## src/ctrl_port_pkg.sv

```systemverilog
/*
  Constants shared by the debugger-side control access port register bank:
  register offsets, field positions, reset values and erase-walk states.
  Assumes a 32-bit register data path and byte offsets on an 8-bit address.
*/
`default_nettype none

package ctrl_port_pkg;

  localparam int ADDR_W = 8;
  localparam int DATA_W = 32;

  // Register offsets
  localparam logic [7:0] OFS_SYSTEM_RESET_REQUEST   = 8'h00;
  localparam logic [7:0] OFS_WHOLE_ERASE_TRIGGER    = 8'h04;
  localparam logic [7:0] OFS_WHOLE_ERASE_PROGRESS   = 8'h08;
  localparam logic [7:0] OFS_NONSECURE_GUARD_KEY    = 8'h10;
  localparam logic [7:0] OFS_SECURE_GUARD_KEY       = 8'h14;
  localparam logic [7:0] OFS_ERASE_GUARD_STATE      = 8'h18;
  localparam logic [7:0] OFS_ERASE_GUARD_KEY        = 8'h1C;
  localparam logic [7:0] OFS_MAILBOX_TO_CPU_WORD    = 8'h20;
  localparam logic [7:0] OFS_MAILBOX_TO_CPU_FLAG    = 8'h24;
  localparam logic [7:0] OFS_MAILBOX_FROM_CPU_WORD  = 8'h28;
  localparam logic [7:0] OFS_MAILBOX_FROM_CPU_FLAG  = 8'h2C;
  localparam logic [7:0] OFS_PORT_IDENTIFICATION    = 8'hFC;

  // Field positions
  localparam int TRIGGER_BIT     = 0;
  localparam int IDR_REV_LSB     = 28;
  localparam int IDR_CONT_LSB    = 24;
  localparam int IDR_MAKER_LSB   = 17;
  localparam int IDR_CLASS_LSB   = 13;
  localparam int IDR_PORT_IDENTITY_FIELD_LSB    = 0;

  // Values
  localparam logic [31:0] RESET_WORD         = 32'h0000_0000;
  localparam logic [31:0] NO_KEY             = 32'h0000_0000;
  localparam logic        PENDING_VALUE      = 1'b1;
  localparam logic        NOT_PENDING_VALUE  = 1'b0;
  localparam logic        PROGRESS_BUSY      = 1'b1;
  localparam logic        PROGRESS_IDLE      = 1'b0;
  localparam logic [3:0]  MEMORY_PORT_CLASS  = 4'h8;

  // Mailbox buffer
  localparam int MAILBOX_DEPTH = 4;

  // Erase walk: flash, then SRAM, then user configuration area
  typedef enum logic [3:0] {
    ERASE_IDLE   = 4'b0001,
    ERASE_FLASH  = 4'b0010,
    ERASE_SRAM   = 4'b0100,
    ERASE_CONFIG = 4'b1000
  } erase_state_e;

endpackage

`default_nettype wire

```

## src/ctrl_port_regs.sv

```systemverilog
/*
  Debugger-only register bank of the control access port, with a small
  mailbox FIFO toward the CPU.
  Assumes the debug port logic hands over decoded register accesses on
  ref_clk, and that erase engines, key registers of the firmware side and
  the user configuration area all live on the same clock.
*/
// Summary of operation
// - Bank reachable by debugger only, never CPU
// - Secure guard acts only with secure extension
// - Writing reset register requests system reset
// - Reset request ignored while erase runs
// - Erase trigger clears flash, SRAM, config
// - Factory defaults at reset after erase
// - Erase progress register readable by debugger
// - Matching nonsecure key lifts nonsecure guard
// - Matching secure key lifts secure guard
// - Erase guard setting reported read-only
// - Matching erase key removes guard, erases
// - Outgoing word write sets pending flag
// - Outgoing flag shows word unread or read
// - Incoming word read clears pending flag
// - Incoming flag shows word pending or read
// - Read-only identification register with fields
// - Progress busy throughout erase, else idle
// - Both sides same non-zero key required
// - Outgoing write sets out flag; incoming read clears in flag
`timescale 1ns/1ps
`default_nettype none

module mailbox_fifo #(
  parameter int WIDTH = 32,
  parameter int DEPTH = 4
) (
  // Clock and reset
  input  wire logic             ref_clk,
  input  wire logic             reset,
  // Filling side
  input  wire logic             in_valid,
  input  wire logic [WIDTH-1:0] in_data,
  output logic                  in_ready,
  // Draining side
  output logic                  out_valid,
  output logic [WIDTH-1:0]      out_data,
  input  wire logic             out_ready
);

  localparam int PTR_W = (DEPTH > 1) ? $clog2(DEPTH) : 1;

  typedef struct packed {
    logic [DEPTH-1:0][WIDTH-1:0] mem;
    logic [PTR_W-1:0]            wr_ptr;
    logic [PTR_W-1:0]            rd_ptr;
    logic [PTR_W:0]              count;
  } fifo_s;

  fifo_s state;
  fifo_s next_state;
  logic  push;
  logic  pop;

  // Count tells full from empty; pointers wrap at DEPTH
  assign in_ready  = (state.count != (PTR_W+1)'(DEPTH));
  assign out_valid = (state.count != '0);
  assign out_data  = state.mem[state.rd_ptr];
  assign push      = in_valid && in_ready;
  assign pop       = out_valid && out_ready;

  always_comb
  begin
    next_state = state;
    // Write side first, then read side
    if (push)
    begin
      next_state.mem[state.wr_ptr] = in_data;
      next_state.wr_ptr = (state.wr_ptr == PTR_W'(DEPTH - 1)) ? '0
                          : state.wr_ptr + PTR_W'(1);
    end
    if (pop)
    begin
      next_state.rd_ptr = (state.rd_ptr == PTR_W'(DEPTH - 1)) ? '0
                          : state.rd_ptr + PTR_W'(1);
    end
    if (push && !pop)
    begin
      next_state.count = state.count + (PTR_W+1)'(1);
    end
    else if (pop && !push)
    begin
      next_state.count = state.count - (PTR_W+1)'(1);
    end
  end

  always_ff @(posedge ref_clk or posedge reset)
  begin
    if (reset)
    begin
      state <= '0;
    end
    else
    begin
      state <= next_state;
    end
  end

endmodule // mailbox_fifo

module ctrl_port_regs #(
  parameter int         MAILBOX_DEPTH = ctrl_port_pkg::MAILBOX_DEPTH,
  // Identification fields; values are arbitrary
  parameter logic [3:0] ID_REVISION   = 4'h1,
  parameter logic [3:0] ID_MAKER_CONT = 4'h0,
  parameter logic [6:0] ID_MAKER_CODE = 7'h00,
  parameter logic [7:0] ID_PORT       = 8'h00
) (
  // Clock and reset
  input  wire logic        ref_clk,
  input  wire logic        reset,
  // Debugger register access
  input  wire logic        dbg_req,
  input  wire logic        dbg_write,
  input  wire logic [7:0]  dbg_addr,
  input  wire logic [31:0] dbg_wdata,
  output logic             dbg_ack,
  output logic [31:0]      dbg_rdata,
  // Firmware-side keys and configuration
  input  wire logic [31:0] cpu_nonsecure_key,
  input  wire logic [31:0] cpu_secure_key,
  input  wire logic [31:0] cpu_erase_key,
  input  wire logic        secure_extension,
  input  wire logic        erase_guard_enabled,
  // Guard and reset outputs
  output logic             nonsecure_guard_lifted,
  output logic             secure_guard_lifted,
  output logic             system_reset_req,
  output logic             factory_default_pending,
  // Erase engines
  output logic             erase_flash_req,
  output logic             erase_sram_req,
  output logic             erase_config_req,
  input  wire logic        erase_step_done,
  // Mailbox toward CPU
  output logic             cpu_mbox_valid,
  output logic [31:0]      cpu_mbox_word,
  input  wire logic        cpu_mbox_take,
  output logic             mailbox_out_flag,
  // Mailbox from CPU
  input  wire logic        cpu_mbox_write,
  input  wire logic [31:0] cpu_mbox_wdata,
  output logic             mailbox_in_flag
);

  // Bank state apart from the mailbox FIFO, registered in one process
  typedef struct packed {
    logic                        ack;
    logic [31:0]                 rdata;
    logic                        reset_bit;
    logic                        reset_pulse;
    logic [31:0]                 ns_key;
    logic [31:0]                 s_key;
    logic [31:0]                 e_key;
    logic                        ns_lifted;
    logic                        s_lifted;
    logic                        e_key_used;
    ctrl_port_pkg::erase_state_e erase;
    logic                        factory;
    logic                        cpu_valid;
    logic [31:0]                 cpu_word;
    logic [31:0]                 in_word;
    logic                        in_flag;
  } regs_s;

  regs_s       state;
  regs_s       next_state;
  logic        fifo_in_valid;
  logic        fifo_in_ready;
  logic        fifo_out_valid;
  logic [31:0] fifo_out_data;
  logic        fifo_out_ready;
  logic        wr;
  logic        rd;
  logic        erase_busy;
  logic        e_key_match;
  logic        start_erase;

  // Only debugger accesses decode here; no CPU address path exists
  assign wr = dbg_req && dbg_write && !state.ack;
  assign rd = dbg_req && !dbg_write && !state.ack;
  // Any erase step running
  assign erase_busy = (state.erase != ctrl_port_pkg::ERASE_IDLE);

  assign fifo_in_valid  = wr &&
                          (dbg_addr == ctrl_port_pkg::OFS_MAILBOX_TO_CPU_WORD);
  assign fifo_out_ready = !state.cpu_valid || cpu_mbox_take;

  // Both sides must hold the same non-zero key
  assign e_key_match = (state.e_key != ctrl_port_pkg::NO_KEY) &&
                       (state.e_key == cpu_erase_key);

  // Plain trigger when unguarded, or key unlock of the guard
  assign start_erase = !erase_busy &&
    ((wr && dbg_addr == ctrl_port_pkg::OFS_WHOLE_ERASE_TRIGGER &&
      dbg_wdata[ctrl_port_pkg::TRIGGER_BIT] && !erase_guard_enabled) ||
     (e_key_match && !state.e_key_used));

  mailbox_fifo #(
    .WIDTH (32),
    .DEPTH (MAILBOX_DEPTH)
  ) u_to_cpu (
    .ref_clk   (ref_clk),
    .reset     (reset),
    .in_valid  (fifo_in_valid),
    .in_data   (dbg_wdata),
    .in_ready  (fifo_in_ready),
    .out_valid (fifo_out_valid),
    .out_data  (fifo_out_data),
    .out_ready (fifo_out_ready)
  );

  always_comb
  begin
    next_state = state;
    next_state.ack = 1'b0;
    next_state.reset_pulse = 1'b0;

    // Read data loads with the one-cycle ack
    if (rd)
    begin
      next_state.ack = 1'b1;
      unique case (dbg_addr)
        ctrl_port_pkg::OFS_SYSTEM_RESET_REQUEST:
          next_state.rdata = {31'h0, state.reset_bit};
        ctrl_port_pkg::OFS_WHOLE_ERASE_PROGRESS:
          next_state.rdata = {31'h0, erase_busy ?
            ctrl_port_pkg::PROGRESS_BUSY : ctrl_port_pkg::PROGRESS_IDLE};
        ctrl_port_pkg::OFS_NONSECURE_GUARD_KEY:
          next_state.rdata = state.ns_key;
        ctrl_port_pkg::OFS_SECURE_GUARD_KEY:
          next_state.rdata = state.s_key;
        ctrl_port_pkg::OFS_ERASE_GUARD_STATE:
          next_state.rdata = {31'h0, erase_guard_enabled};
        ctrl_port_pkg::OFS_ERASE_GUARD_KEY:
          next_state.rdata = state.e_key;
        ctrl_port_pkg::OFS_MAILBOX_TO_CPU_FLAG:
          next_state.rdata = {31'h0, fifo_out_valid || state.cpu_valid};
        ctrl_port_pkg::OFS_MAILBOX_FROM_CPU_WORD:
          next_state.rdata = state.in_word;
        ctrl_port_pkg::OFS_MAILBOX_FROM_CPU_FLAG:
          next_state.rdata = {31'h0, state.in_flag};
        ctrl_port_pkg::OFS_PORT_IDENTIFICATION:
          next_state.rdata = {ID_REVISION, ID_MAKER_CONT, ID_MAKER_CODE,
                              ctrl_port_pkg::MEMORY_PORT_CLASS, 5'h00,
                              ID_PORT};
        default:
          next_state.rdata = ctrl_port_pkg::RESET_WORD;
      endcase
    end

    if (wr)
    begin
      // Outgoing word stalls until the buffer has room
      next_state.ack = !fifo_in_valid || fifo_in_ready;
      unique case (dbg_addr)
        ctrl_port_pkg::OFS_SYSTEM_RESET_REQUEST:
        begin
          if (!erase_busy)
          begin
            next_state.reset_bit = dbg_wdata[ctrl_port_pkg::TRIGGER_BIT];
            next_state.reset_pulse =
              dbg_wdata[ctrl_port_pkg::TRIGGER_BIT];
          end
        end
        ctrl_port_pkg::OFS_NONSECURE_GUARD_KEY:
          next_state.ns_key = dbg_wdata;
        ctrl_port_pkg::OFS_SECURE_GUARD_KEY:
          next_state.s_key = dbg_wdata;
        ctrl_port_pkg::OFS_ERASE_GUARD_KEY:
        begin
          next_state.e_key = dbg_wdata;
          next_state.e_key_used = 1'b0;
        end
        default:
        begin
        end
      endcase
    end

    // Key comparison for both access guards
    next_state.ns_lifted = (state.ns_key != ctrl_port_pkg::NO_KEY) &&
                           (state.ns_key == cpu_nonsecure_key);
    next_state.s_lifted  = secure_extension &&
                           (state.s_key != ctrl_port_pkg::NO_KEY) &&
                           (state.s_key == cpu_secure_key);

    // Erase walk in order flash, SRAM, configuration
    unique case (state.erase)
      ctrl_port_pkg::ERASE_IDLE:
        if (start_erase)
        begin
          next_state.erase = ctrl_port_pkg::ERASE_FLASH;
          next_state.e_key_used = e_key_match;
        end
      ctrl_port_pkg::ERASE_FLASH:
        if (erase_step_done)
          next_state.erase = ctrl_port_pkg::ERASE_SRAM;
      ctrl_port_pkg::ERASE_SRAM:
        if (erase_step_done)
          next_state.erase = ctrl_port_pkg::ERASE_CONFIG;
      ctrl_port_pkg::ERASE_CONFIG:
        if (erase_step_done)
        begin
          next_state.erase = ctrl_port_pkg::ERASE_IDLE;
          next_state.factory = 1'b1;
        end
      default:
        next_state.erase = ctrl_port_pkg::ERASE_IDLE;
    endcase

    // Mailbox toward CPU: staged word for the CPU side
    if (fifo_out_valid && fifo_out_ready)
    begin
      next_state.cpu_valid = 1'b1;
      next_state.cpu_word  = fifo_out_data;
    end
    else if (cpu_mbox_take)
    begin
      next_state.cpu_valid = 1'b0;
    end

    // Mailbox from CPU; a new CPU word wins over a clearing read
    if (rd && dbg_addr == ctrl_port_pkg::OFS_MAILBOX_FROM_CPU_WORD)
    begin
      next_state.in_flag = ctrl_port_pkg::NOT_PENDING_VALUE;
    end
    if (cpu_mbox_write)
    begin
      next_state.in_flag = ctrl_port_pkg::PENDING_VALUE;
      next_state.in_word = cpu_mbox_wdata;
    end
  end

  // Reset leaves the erase walk idle and all outputs low
  always_ff @(posedge ref_clk or posedge reset)
  begin
    if (reset)
    begin
      state       <= '0;
      state.erase <= ctrl_port_pkg::ERASE_IDLE;
    end
    else
    begin
      state <= next_state;
    end
  end

  // Every output comes straight from a state flop
  assign dbg_ack                 = state.ack;
  assign dbg_rdata               = state.rdata;
  assign nonsecure_guard_lifted  = state.ns_lifted;
  assign secure_guard_lifted     = state.s_lifted;
  assign system_reset_req        = state.reset_pulse;
  assign factory_default_pending = state.factory;
  // One-hot state bits drive the erase requests directly
  assign erase_flash_req         = state.erase[1];
  assign erase_sram_req          = state.erase[2];
  assign erase_config_req        = state.erase[3];
  assign cpu_mbox_valid          = state.cpu_valid;
  assign cpu_mbox_word           = state.cpu_word;
  // Pending while a staged word waits for the CPU to take it
  assign mailbox_out_flag        = state.cpu_valid;
  assign mailbox_in_flag         = state.in_flag;

endmodule // ctrl_port_regs

`default_nettype wire

```

## config.mk

```make
export PLATFORM = sky130hd
export DESIGN_NAME = ctrl_port_regs
export DESIGN_NICKNAME = d
export VERILOG_FILES = /design/src/ctrl_port_pkg.sv /design/src/ctrl_port_regs.sv
export SDC_FILE = /design/constraint.sdc
export NUM_CORES = 1
export LEC_CHECK = 0
export BUFFER_PORTS_ARGS = -buffer_cell sky130_fd_sc_hd__buf_4
export CAP_MARGIN = 20
export CORE_AREA = 2 2 168 170
export DETAILED_ROUTE_END_ITERATION = 8
export DIE_AREA = 0 0 170 172
export GPL_ROUTABILITY_DRIVEN = 0
export PLACE_DENSITY = 0.95
export SYNTH_ARGS = -nofsm -noshare
export SYNTH_HDL_FRONTEND = slang
export SYNTH_SLANG_ARGS = --single-unit
```

## constraint.sdc

```tcl
create_clock -name ref_clk -period 31.8 [get_ports ref_clk]
set_clock_uncertainty 0.2 [all_clocks]
set_input_delay 1.59 -clock ref_clk [delete_from_list [all_inputs] [get_ports ref_clk]]
set_output_delay 1.59 -clock ref_clk [all_outputs]
set_load 0.05 [all_outputs]
```

# Word level (Yosys, flattened, before mapping)
# Cells that the tools add are included.
# totals
register_bits	340
# op_classes
addsub	4
magnitude_cmp	3
eq_ne	26
mux	31
bitwise_logic	1
n_reduce_logical	47
# op_table
cell	count
32-bit case mux with 10 select lines	1
32-bit 2-to-1 mux	5
128-bit bitwise mux	1
97-bit 2-to-1 mux	1
32-bit equality test	3
32-bit nonzero test	3
32-bit binary-select mux with 2-bit select	1
32-bit demux with 2-bit select	1
33-bit 2-to-1 mux	1
8-bit by 5-bit equality test with 1-bit output (second input constant)	4
8-bit by 6-bit equality test with 1-bit output (second input constant)	4
1-bit logical AND	20
4-bit case mux with 4 select lines	1
1-bit 2-to-1 mux	11
5-bit 2-to-1 mux	2
1-bit zero test	9
8-bit by 3-bit equality test with 1-bit output (second input constant)	1
8-bit by 4-bit equality test with 1-bit output (second input constant)	1
8-bit equality test (second input constant)	1
8-bit zero test	1
4-bit 2-to-1 mux	2
2-bit != test (second input constant)	4
2-bit AND reduction	4
2-bit by 3-bit less-than comparator with 1-bit output (second input constant)	2
19 further kinds	28

# Logic depth before layout (Yosys ltp)
# Gate-level depths: netlist of the first run.
# logic_depth
depth_word	9
mapped_depth	10
mapped_depth_nobuf	9

# Cells and area by module
# From an unflattened synthesis of the first run, not the netlist that was laid out.
# unflattened
hier_cells	1196
area_unflattened_um2	16253.1
# by_module_without_submodules
module	n_inst	cells_per_inst	area_per_inst_um2
ctrl_port_regs	1	846	10258.6
mailbox_fifo	1	350	5994.5

# Least setup slack after synthesis of the first run
# Ideal clock, no wire load.
# synth_timing
kind	in2reg
start	in dbg_addr[7]
end	reg u_to_cpu.state[2] (netlist name)
setup_ns	0.079
arrival_ns	3.623
path_slack_ns	27.897
stages	9
n_path_buf	1
cell_sequence	or4b_1 > buf_2 > nor4_1 > ha_1 > inv_1 > fa_1 > xor2_1 > nor2_1 > xor2_1
# synth_via
elab_chain_cells	6
elab_cells_between_ends	8
cone_classes	eq/ne (1); mux (1); reduce/logical (6)
# synth_lines
element	line	source
start: declaration	ctrl_port_regs.sv:122	input wire logic [7:0] dbg_addr,
8-bit by 6-bit equality test with 1-bit output (*)	ctrl_port_regs.sv:193	(dbg_addr == ctrl_port_pkg::OFS_MAILBOX_TO_CPU_WORD);
1-bit logical AND (*)	ctrl_port_regs.sv:192	assign fifo_in_valid = wr &&
1-bit logical AND (*)	ctrl_port_regs.sv:66	assign push = in_valid && in_ready;
net u_to_cpu.push	ctrl_port_regs.sv:59	logic push;
1-bit zero test	ctrl_port_regs.sv:88	else if (pop && !push)
1-bit logical AND	ctrl_port_regs.sv:88	
2-bit nonzero test (no source line)	-	
end signal: assignment	ctrl_port_regs.sv:102	state <= next_state;
end: declaration	ctrl_port_regs.sv:57	fifo_s state;
# Mark *: on every way through the listed nets, which the timed path passes. The rest lies on a longest branch.
# A chain may end at the register's enable or synchronous reset.

# Worst setup path in the final report of the first run
# layout_timing
start	in dbg_addr[7]
end	reg u_to_cpu.state[98] (netlist name)
# layout_via
elab_chain_cells	3
# layout_lines
element	line
8-bit by 6-bit equality test with 1-bit output	ctrl_port_regs.sv:193
1-bit logical AND	ctrl_port_regs.sv:192
1-bit logical AND	ctrl_port_regs.sv:66
# Every way passes these cells.

==> run_summary.xml, run 1 <==
<?xml version="1.0" encoding="UTF-8"?>
<metrics>
  <group name="power_and_ir_drop">
    <metric name="static-leakage-power" unit="nW">9.738</metric>
    <metric name="comb_power_share" unit="">0.114</metric>
    <metric name="clkPwrFrac" unit="">0.427</metric>
    <metric name="p_sw" unit="mW">0.2540</metric>
    <metric name="power-per-cell-area" unit="nW/um2">53.65</metric>
    <metric name="cell_internal_pwr" unit="mW">0.7713</metric>
    <metric name="irDropWorstVdd" unit="mV">0.02934</metric>
    <metric name="netSwitchingFraction" unit="">0.2477</metric>
    <metric name="seqPwrFrac" unit="">0.459</metric>
  </group>
  <group name="cells_and_area">
    <metric name="multiInputGateArea" unit="um2">6879</metric>
    <metric name="antenna_cells" unit="">0</metric>
    <metric name="regArea" unit="um2">8512</metric>
    <metric name="post_synthesis_to_final_layout_area_growth" unit="%">17.71</metric>
    <metric name="n_fill_cell" unit="">1744</metric>
    <metric name="nets" unit="">1541</metric>
    <metric name="finish.instance_area" unit="um2">19110</metric>
    <metric name="post_route_cells_drive_above_1_share" unit="">0.4758</metric>
  </group>
  <group name="floorplanning">
    <metric name="num_io_pins" unit="">252</metric>
    <metric name="initial_core_utilization" unit="">0.5909</metric>
    <metric name="die_h" unit="um">172</metric>
    <metric name="core_region_area" unit="um2">27480</metric>
    <metric name="die_w" unit="um">170</metric>
    <metric name="num_rows" unit="">61</metric>
    <metric name="floorplan.die_area" unit="um2">29240</metric>
  </group>
  <group name="timing">
    <metric name="setup_total_negative_slack" unit="ns">0</metric>
    <metric name="fin_crit_sh" unit="">0.1297</metric>
    <metric name="number_of_failing_hold_endpoints_at_the_final_stage" unit="">0</metric>
    <metric name="drv_slew" unit="">0</metric>
    <metric name="timing.final.crit_period" unit="ns">4.126</metric>
    <metric name="timing_worst_slew_pin_value" unit="ns">1.137</metric>
    <metric name="grt_setup_unrepaired" unit="">false</metric>
    <metric name="setup-violations-final" unit="">0</metric>
    <metric name="relSlewSlack" unit="">0.2422</metric>
    <metric name="fmaxAchievable" unit="MHz">242.4</metric>
  </group>
  <group name="synth">
    <metric name="post_syn_nets" unit="">1370</metric>
    <metric name="synth-warning-count" unit="">0</metric>
    <metric name="synth_seq_area_share" unit="">0.5241</metric>
    <metric name="postSynthAreaPerCell" unit="um2">13.69</metric>
    <metric name="synth-main-ff-cell" unit="">sky130_fd_sc_hd__dfrtp_1</metric>
    <metric name="post_synth_num_cell_types" unit="">53</metric>
    <metric name="number_of_synthesized_flops_with_an_enable_pin" unit="">0</metric>
    <metric name="post_synth_instance_area" unit="um2">16240</metric>
    <metric name="number_of_standard_cells_after_synthesis" unit="">1186</metric>
    <metric name="yosys_register_bits" unit="">340</metric>
    <metric name="postSynth.asyncResetShare" unit="">1.000</metric>
  </group>
  <group name="critical_path">
    <metric name="timing.critical_path.arrival" unit="ns">4.31</metric>
    <metric name="critical_path.cell_chain" unit="">buf_4 -&gt; or4b_1 -&gt; nor4_4 -&gt; nand2_2 -&gt; mux2_4</metric>
    <metric name="cpPeakStageDelay" unit="ns">0.74</metric>
    <metric name="worst_setup_path_end_kind" unit="">register</metric>
    <metric name="critical_path_buf_inv_count" unit="">1</metric>
    <metric name="worstPathMaxFanout" unit="">32</metric>
    <metric name="kind_of_critical_path" unit="">in2reg</metric>
    <metric name="cp.required" unit="ns">31.99</metric>
    <metric name="timing.critical_path.max_delay_family" unit="">simple AND/OR/NAND/NOR gates</metric>
    <metric name="startpoint_type" unit="">primary input</metric>
    <metric name="crit_slowest_cell" unit="">sky130_fd_sc_hd__nand2_2</metric>
  </group>
  <group name="global_route">
    <metric name="grt_util_all_layers" unit="">0.3220</metric>
    <metric name="number_of_global_route_vias_before_repair" unit="">11870</metric>
    <metric name="grt.overflow.total" unit="">0</metric>
    <metric name="met1_usage" unit="">0.4087</metric>
    <metric name="grt_first_pass_wirelength" unit="um">70570</metric>
    <metric name="grtUsageMet3" unit="">0.06523</metric>
    <metric name="largest_net_degree_at_the_start_of_global_routing" unit="">217</metric>
    <metric name="met2_routing_resource_usage_after_global_routing" unit="">0.5249</metric>
    <metric name="grt_antenna_before_repair" unit="">0</metric>
    <metric name="grt.busiest_layer" unit="">met2</metric>
  </group>
  <group name="clock_network">
    <metric name="tritoncts.num_buffers" unit="">35</metric>
    <metric name="cts_post_setup_buffers_inserted" unit="">0</metric>
    <metric name="cts-root-to-sink-buffers" unit="">3</metric>
    <metric name="insertion_delay" unit="ns">0.51</metric>
    <metric name="worst_setup_hold_path_clk_slew" unit="ns">0.06</metric>
    <metric name="post_cts_resize_count" unit="">0</metric>
    <metric name="cts-hold-fix-buffers" unit="">0</metric>
    <metric name="cts.htree.levels" unit="">2</metric>
    <metric name="tritoncts_clock_tree" unit="">done</metric>
    <metric name="cts.sinks" unit="">340</metric>
    <metric name="clock_tree.root_cell" unit="">sky130_fd_sc_hd__clkbuf_16</metric>
  </group>
  <group name="placement">
    <metric name="post_dp_cell_area" unit="um2">17870</metric>
    <metric name="portBuffers" unit="">251</metric>
    <metric name="hpwl" unit="um">32230</metric>
  </group>
  <group name="routing">
    <metric name="routed_wire_length_per_instance" unit="um">26.73</metric>
    <metric name="detail_route.drc_violations" unit="">0</metric>
    <metric name="route.final.wire_length" unit="um">46220</metric>
    <metric name="antenna_left" unit="">0</metric>
    <metric name="drt-initial-drc-count" unit="">1113</metric>
    <metric name="vias_per_cell" unit="">6.522</metric>
    <metric name="dr_total_vias" unit="">11280</metric>
    <metric name="detailedRoute.firstPassIterationCount" unit="">7</metric>
  </group>
  <group name="run_status">
    <metric name="run_status" unit="">finished clean</metric>
  </group>
  <group name="hold_path">
    <metric name="path_category_of_the_worst_min_delay_check" unit="">reg2reg</metric>
  </group>
  <group name="run">
    <metric name="maxCapViolations" unit="">0</metric>
  </group>
</metrics>
worst min-delay path, cell delays in order (launching register included):
cell                      delay, ns
sky130_fd_sc_hd__dfrtp_1       0.34
sky130_fd_sc_hd__inv_1         0.04
sky130_fd_sc_hd__o41ai_1       0.05
power groups by stage:
| stage | Combinational (mW) | Clock, mW | Sequential [mW] |
|---|---|---|---|
| 3_5_place_dp | 0.116 | 0 | 0.478 |
| 6_report | 0.117 | 0.438 | 0.471 |
| 4_1_cts | 0.117 | 0.441 | 0.470 |
| 3_3_place_gp | 0.113 | 0 | 0.477 |
| 2_1_floorplan | 0.0817 | 0 | 0.461 |
| 5_1_grt | 0.126 | 0.458 | 0.472 |
layout by cell type, fill, tap and decap left out, types with 7 or more instances in the layout:
cell,count
sky130_fd_sc_hd__clkbuf_16,37
sky130_fd_sc_hd__xor2_1,69
sky130_fd_sc_hd__buf_4,260
sky130_fd_sc_hd__nor4_1,45
sky130_fd_sc_hd__a22o_1,32
sky130_fd_sc_hd__xnor2_1,30
sky130_fd_sc_hd__mux4_2,33
sky130_fd_sc_hd__nand4_1,18
sky130_fd_sc_hd__nor3_1,8
sky130_fd_sc_hd__clkbuf_8,7
sky130_fd_sc_hd__mux2_4,21
sky130_fd_sc_hd__nor2_1,13
sky130_fd_sc_hd__mux2_2,270
sky130_fd_sc_hd__nand2_1,43
sky130_fd_sc_hd__clkinv_2,7
sky130_fd_sc_hd__inv_1,9
sky130_fd_sc_hd__a22oi_1,58
sky130_fd_sc_hd__dfrtp_1,337
layout make-up:
class | instances | share of cell area
clock buffers | 50 | 0.05467
clock inverters | 13 | 0.01008
inverters | 10 | 0.002357
multi-input cells | 707 | 0.3600
flip-flops and latches | 340 | 0.4454
well taps | 346 | 0.02265
repair buffers | 263 | 0.1049
path summary, 6_finish.rpt:
kind	from	endpoint	slack [ns]	depth (start not counted)
worst min register to register	factory_default_pending$_DFFE_PP0P_	factory_default_pending$_DFFE_PP0P_	0.28	2
worst max-delay path	dbg_addr[7]	u_to_cpu.state[98]$_DFFE_PP0P_	27.67	5
worst max register to register	dbg_ack$_DFF_PP0_	u_to_cpu.state[98]$_DFFE_PP0P_	28.99	4
max in group asynchronous	reset	dbg_rdata[28]$_DFFE_PP0P_	28.77	3
worst min-delay path	factory_default_pending$_DFFE_PP0P_	factory_default_pending$_DFFE_PP0P_	0.28	2
min in group asynchronous	reset	factory_default_pending$_DFFE_PP0P_	1.00	2
registers in the layout, indices dropped and copies added, names as in the netlist:
signal	flops
dbg_ack	1
system_reset_req	1
cpu_mbox_valid	1
mailbox_in_flag	1
erase_config_req	1
erase_sram_req	1
factory_default_pending	1
erase_flash_req	1
secure_guard_lifted	1
nonsecure_guard_lifted	1
cpu_mbox_word	32
state	131
u_to_cpu.state	135
dbg_rdata	32
synth_stat cells, drive strengths merged (4+ instances only):
| cell | n | share of area |
|---|---|---|
| inv | 10 | 0.0023 |
| ha | 6 | 0.0046 |
| xor2 | 69 | 0.037 |
| nor2 | 14 | 0.0032 |
| a22oi | 58 | 0.027 |
| nor3 | 8 | 0.0025 |
| mux4 | 33 | 0.046 |
| nand4 | 18 | 0.0069 |
| dfrtp | 339 | 0.52 |
| a21oi | 5 | 0.0015 |
| a22o | 32 | 0.017 |
| nand3 | 6 | 0.0018 |
| clkbuf | 35 | 0.0081 |
| nor4 | 46 | 0.019 |
| xnor2 | 30 | 0.016 |
| buf | 94 | 0.043 |
| o21ai | 4 | 0.0012 |
| nand2 | 47 | 0.011 |
| mux2 | 291 | 0.21 |
routing by layer:
metal	share of wire	vias to the layer above
li1	-	4648
met1	0.37	5722
met2	0.48	714
met3	0.091	192
met4	0.061	0
met5	0	-
kinds of logic after synthesis:
family,count (synthesis),share of synthesized area
adders and majority gates,7,0.005857
buffers and inverters,139,0.05302
and+or+nand+nor,162,0.05564
DFF,340,0.5241
xor gates and xnor gates,99,0.05341
AOI/OAI and AO/OA,115,0.05549
muxes,324,0.2525
per-stage QoR:
stage	utilization	power, mW	std cells	hold WS (ns)	setup WS, ns
floorplan	-	0.5430	1186	0.2507	20.59
global placement	0.6493	0.5892	1664	0.2464	27.21
detailed placement	0.6503	0.5943	1665	0.2535	27.23
CTS	0.6954	1.029	1728	0.2745	27.69
global route	0.6955	1.056	1729	0.3111	27.60
finish	0.6955	1.025	1729	0.2751	27.67
(Power assumes the default switching activity.)
==> run 2, diff against run 1 <==
--- a/config.mk
+++ b/config.mk
@@ -7,11 +7,11 @@
 export LEC_CHECK = 0
 export BUFFER_PORTS_ARGS = -buffer_cell sky130_fd_sc_hd__buf_4
 export CAP_MARGIN = 20
-export CORE_AREA = 2 2 168 170
+export CORE_AREA = 2 2 172 174
 export DETAILED_ROUTE_END_ITERATION = 8
-export DIE_AREA = 0 0 170 172
+export DIE_AREA = 0 0 174 176
 export GPL_ROUTABILITY_DRIVEN = 0
-export PLACE_DENSITY = 0.95
+export PLACE_DENSITY = 0.91
 export SYNTH_ARGS = -nofsm -noshare
 export SYNTH_HDL_FRONTEND = slang
 export SYNTH_SLANG_ARGS = --single-unit
==> constraint.sdc (replaced) <==
create_clock -name ref_clk -period 4.1 [get_ports ref_clk]
set_clock_uncertainty 0.2 [all_clocks]
set_input_delay 0.205 -clock ref_clk [delete_from_list [all_inputs] [get_ports ref_clk]]
set_output_delay 0.205 -clock ref_clk [all_outputs]
set_load 0.05 [all_outputs]
==> run 2 against run 1 <==
Effect of this change: sequential cell count is the same; via count up 3.6%; wire length is 5.0% higher; worst setup slack lost 27 ns; combinational power rose to 8.1 times the previous value; sequential power grew to 7.8 times the previous value; final cell count rose by 6.9%; clock-buffer cell count down 3; worst hold slack worse by 0.26 ns; power rose to 8.0 times the previous value; critical path depth rose by 1.
==> run_summary.xml, run 2 (synthesized netlist as in run 1, its figures left out) <==
<?xml version="1.0" encoding="UTF-8"?>
<metrics>
  <group name="timing">
    <metric name="fin_crit_sh" unit="">0.7622</metric>
    <metric name="number_of_failing_hold_endpoints_at_the_final_stage" unit="">0</metric>
    <metric name="fmaxAchievable" unit="MHz">320.0</metric>
    <metric name="relSlewSlack" unit="">0.3327</metric>
    <metric name="timing.final.crit_period" unit="ns">3.125</metric>
    <metric name="grt_setup_unrepaired" unit="">false</metric>
    <metric name="timing_worst_slew_pin_value" unit="ns">0.9918</metric>
    <metric name="hold_ws" unit="ns">0.01826</metric>
    <metric name="setup-violations-final" unit="">0</metric>
    <metric name="drv_slew" unit="">0</metric>
  </group>
  <group name="global_route">
    <metric name="largest_net_degree_at_the_start_of_global_routing" unit="">156</metric>
    <metric name="grt_first_pass_wirelength" unit="um">74560</metric>
    <metric name="grt_util_all_layers" unit="">0.3206</metric>
    <metric name="number_of_global_route_vias_before_repair" unit="">12430</metric>
    <metric name="grt_antenna_before_repair" unit="">0</metric>
    <metric name="grt.overflow.total" unit="">0</metric>
  </group>
  <group name="clock_network">
    <metric name="cts_post_setup_buffers_inserted" unit="">0</metric>
    <metric name="insertion_delay" unit="ns">0.51</metric>
    <metric name="post_cts_resize_count" unit="">0</metric>
    <metric name="worst_setup_hold_path_clk_slew" unit="ns">0.06</metric>
    <metric name="cts.sinks" unit="">340</metric>
    <metric name="tritoncts.num_buffers" unit="">36</metric>
    <metric name="cts.htree.levels" unit="">2</metric>
    <metric name="clock_tree.root_cell" unit="">sky130_fd_sc_hd__clkbuf_16</metric>
    <metric name="tritoncts_clock_tree" unit="">done</metric>
    <metric name="cts-root-to-sink-buffers" unit="">3</metric>
  </group>
  <group name="cells_and_area">
    <metric name="top_library_cells_by_usage_in_the_layout_fill_and_taps_aside" unit="">337 x sky130_fd_sc_hd__dfrtp_1, 270 x sky130_fd_sc_hd__mux2_2, 264 x sky130_fd_sc_hd__buf_4</metric>
    <metric name="antenna_cells" unit="">0</metric>
    <metric name="finish.utilization" unit="">0.7015</metric>
    <metric name="mostFrequentLayoutCell" unit="">sky130_fd_sc_hd__dfrtp_1</metric>
    <metric name="post_synthesis_to_final_layout_area_growth" unit="%">23.35</metric>
    <metric name="top_regs" unit="">u_to_cpu.state: 135 flops, state: 131 flops</metric>
    <metric name="nets" unit="">1624</metric>
    <metric name="finish.instance_area" unit="um2">20030</metric>
    <metric name="largest_register_ffs" unit="">135</metric>
    <metric name="registers.top_by_ff_count" unit="">u_to_cpu.state</metric>
    <metric name="post_route_cells_drive_above_1_share" unit="">0.4532</metric>
  </group>
  <group name="critical_path">
    <metric name="worstPathMaxFanout" unit="">32</metric>
    <metric name="cp-startpoint" unit="">dbg_addr[4]</metric>
    <metric name="worst_setup_path_end_kind" unit="">register</metric>
    <metric name="kind_of_critical_path" unit="">in2reg</metric>
    <metric name="startpoint_type" unit="">primary input</metric>
    <metric name="cp.required" unit="ns">4.29</metric>
    <metric name="timing.critical_path.arrival" unit="ns">3.31</metric>
    <metric name="worstReg2RegStart" unit="">state[112]$_DFFE_PP0P_</metric>
  </group>
  <group name="floorplanning">
    <metric name="core_region_area" unit="um2">28550</metric>
    <metric name="num_rows" unit="">62</metric>
    <metric name="die_h" unit="um">176</metric>
    <metric name="num_io_pins" unit="">252</metric>
    <metric name="floorplan.die_area" unit="um2">30620</metric>
    <metric name="die_w" unit="um">174</metric>
    <metric name="initial_core_utilization" unit="">0.5687</metric>
  </group>
  <group name="hold_path">
    <metric name="worst_hold_startpoint" unit="">cpu_erase_key[7]</metric>
    <metric name="path_category_of_the_worst_min_delay_check" unit="">in2reg</metric>
  </group>
  <group name="power_and_ir_drop">
    <metric name="power-per-cell-area" unit="nW/um2">409.8</metric>
    <metric name="static-leakage-power" unit="nW">10.11</metric>
    <metric name="irDropWorstVdd" unit="mV">0.2418</metric>
  </group>
  <group name="routing">
    <metric name="antenna_left" unit="">0</metric>
    <metric name="route.final.wire_length" unit="um">48550</metric>
    <metric name="drt-initial-drc-count" unit="">1193</metric>
    <metric name="dr_total_vias" unit="">11690</metric>
    <metric name="routed_wire_length_per_instance" unit="um">26.25</metric>
    <metric name="detailedRoute.firstPassIterationCount" unit="">7</metric>
    <metric name="vias_per_cell" unit="">6.321</metric>
    <metric name="detail_route.drc_violations" unit="">0</metric>
  </group>
  <group name="placement">
    <metric name="post_dp_cell_area" unit="um2">17940</metric>
    <metric name="hpwl" unit="um">32480</metric>
    <metric name="portBuffers" unit="">251</metric>
  </group>
  <group name="run">
    <metric name="maxCapViolations" unit="">0</metric>
  </group>
  <group name="run_status">
    <metric name="run_status" unit="">finished clean</metric>
  </group>
</metrics>
==> run 2: cell types whose count changed in the layout (fill, tap and decap cells not counted), moves of 2 or more <==
cell,previous run,this run
sky130_fd_sc_hd__inv_6,0,2
sky130_fd_sc_hd__buf_4,260,264
sky130_fd_sc_hd__clkbuf_1,6,3
sky130_fd_sc_hd__bufinv_16,5,7
sky130_fd_sc_hd__dlygate4sd3_1,0,79
==> run 2: metal layers <==
metal  GRT usage  vias to the layer above  wire, um
met5           0                        -         0
met4      0.1793                        0      3017
met3     0.07127                      208      4707
met2      0.5181                      796     23050
met1      0.4046                     5880     17770
li1            -                     4803         -
==> run 2: per-stage QoR <==
stage	setup WS [ns]	instances	total power, mW	TNS, ns
final	0.9750	1849	8.206	0
after global routing	0.8576	1849	8.454	0
after CTS	0.9932	1849	8.207	0
after detailed placement	0.9912	1707	4.612	0
after global placement	1.034	1707	4.567	0
after floorplan	-0.8507	1186	4.212	-288.40
==> run 2: timing repair <==
action	in CTS	in global routing
endpoints found under the hold margin	310	0
setup endpoints to repair	0	0
hold buffers	79	0
==> run 2: worst max-delay path, cell delays in order <==
cell and delay (ns):
sky130_fd_sc_hd__dlygate4sd3_1 0.54, sky130_fd_sc_hd__buf_4 0.15, sky130_fd_sc_hd__or4b_1 0.66, sky130_fd_sc_hd__nor4_4 0.54, sky130_fd_sc_hd__nand2_2 0.65, sky130_fd_sc_hd__mux2_4 0.53
==> run 2: final timing paths <==
path	to	slack (ns)	cells past startpoint
worst min-delay path	state[71]$_DFF_PP0_	0.02	6
min in group asynchronous	dbg_rdata[10]$_DFFE_PP0P_	0.07	3
worst max-delay path	u_to_cpu.state[36]$_DFFE_PP0P_	0.98	6
worst min register to register	factory_default_pending$_DFFE_PP0P_	0.27	2
max in group asynchronous	cpu_mbox_word[10]$_DFFE_PP0P_	2.49	4
worst max register to register	secure_guard_lifted$_DFF_PP0_	1.26	6
==> run 2: final cells by class <==
type	count	area [um2]
tap	384	480.5
multi-input combinational	707	6884
clock inverter	16	262.8
timing repair buffer	345	2813
inverter	10	41.29
clock buffer	47	1033
fill	1808	8521
sequential	340	8512
==> run 2: report_power, final <==
part	switching, mW	internal (mW)	total (mW)
sequential	0.243	3.45	3.69
combinational	0.453	0.499	0.952
clock	1.34	2.22	3.56
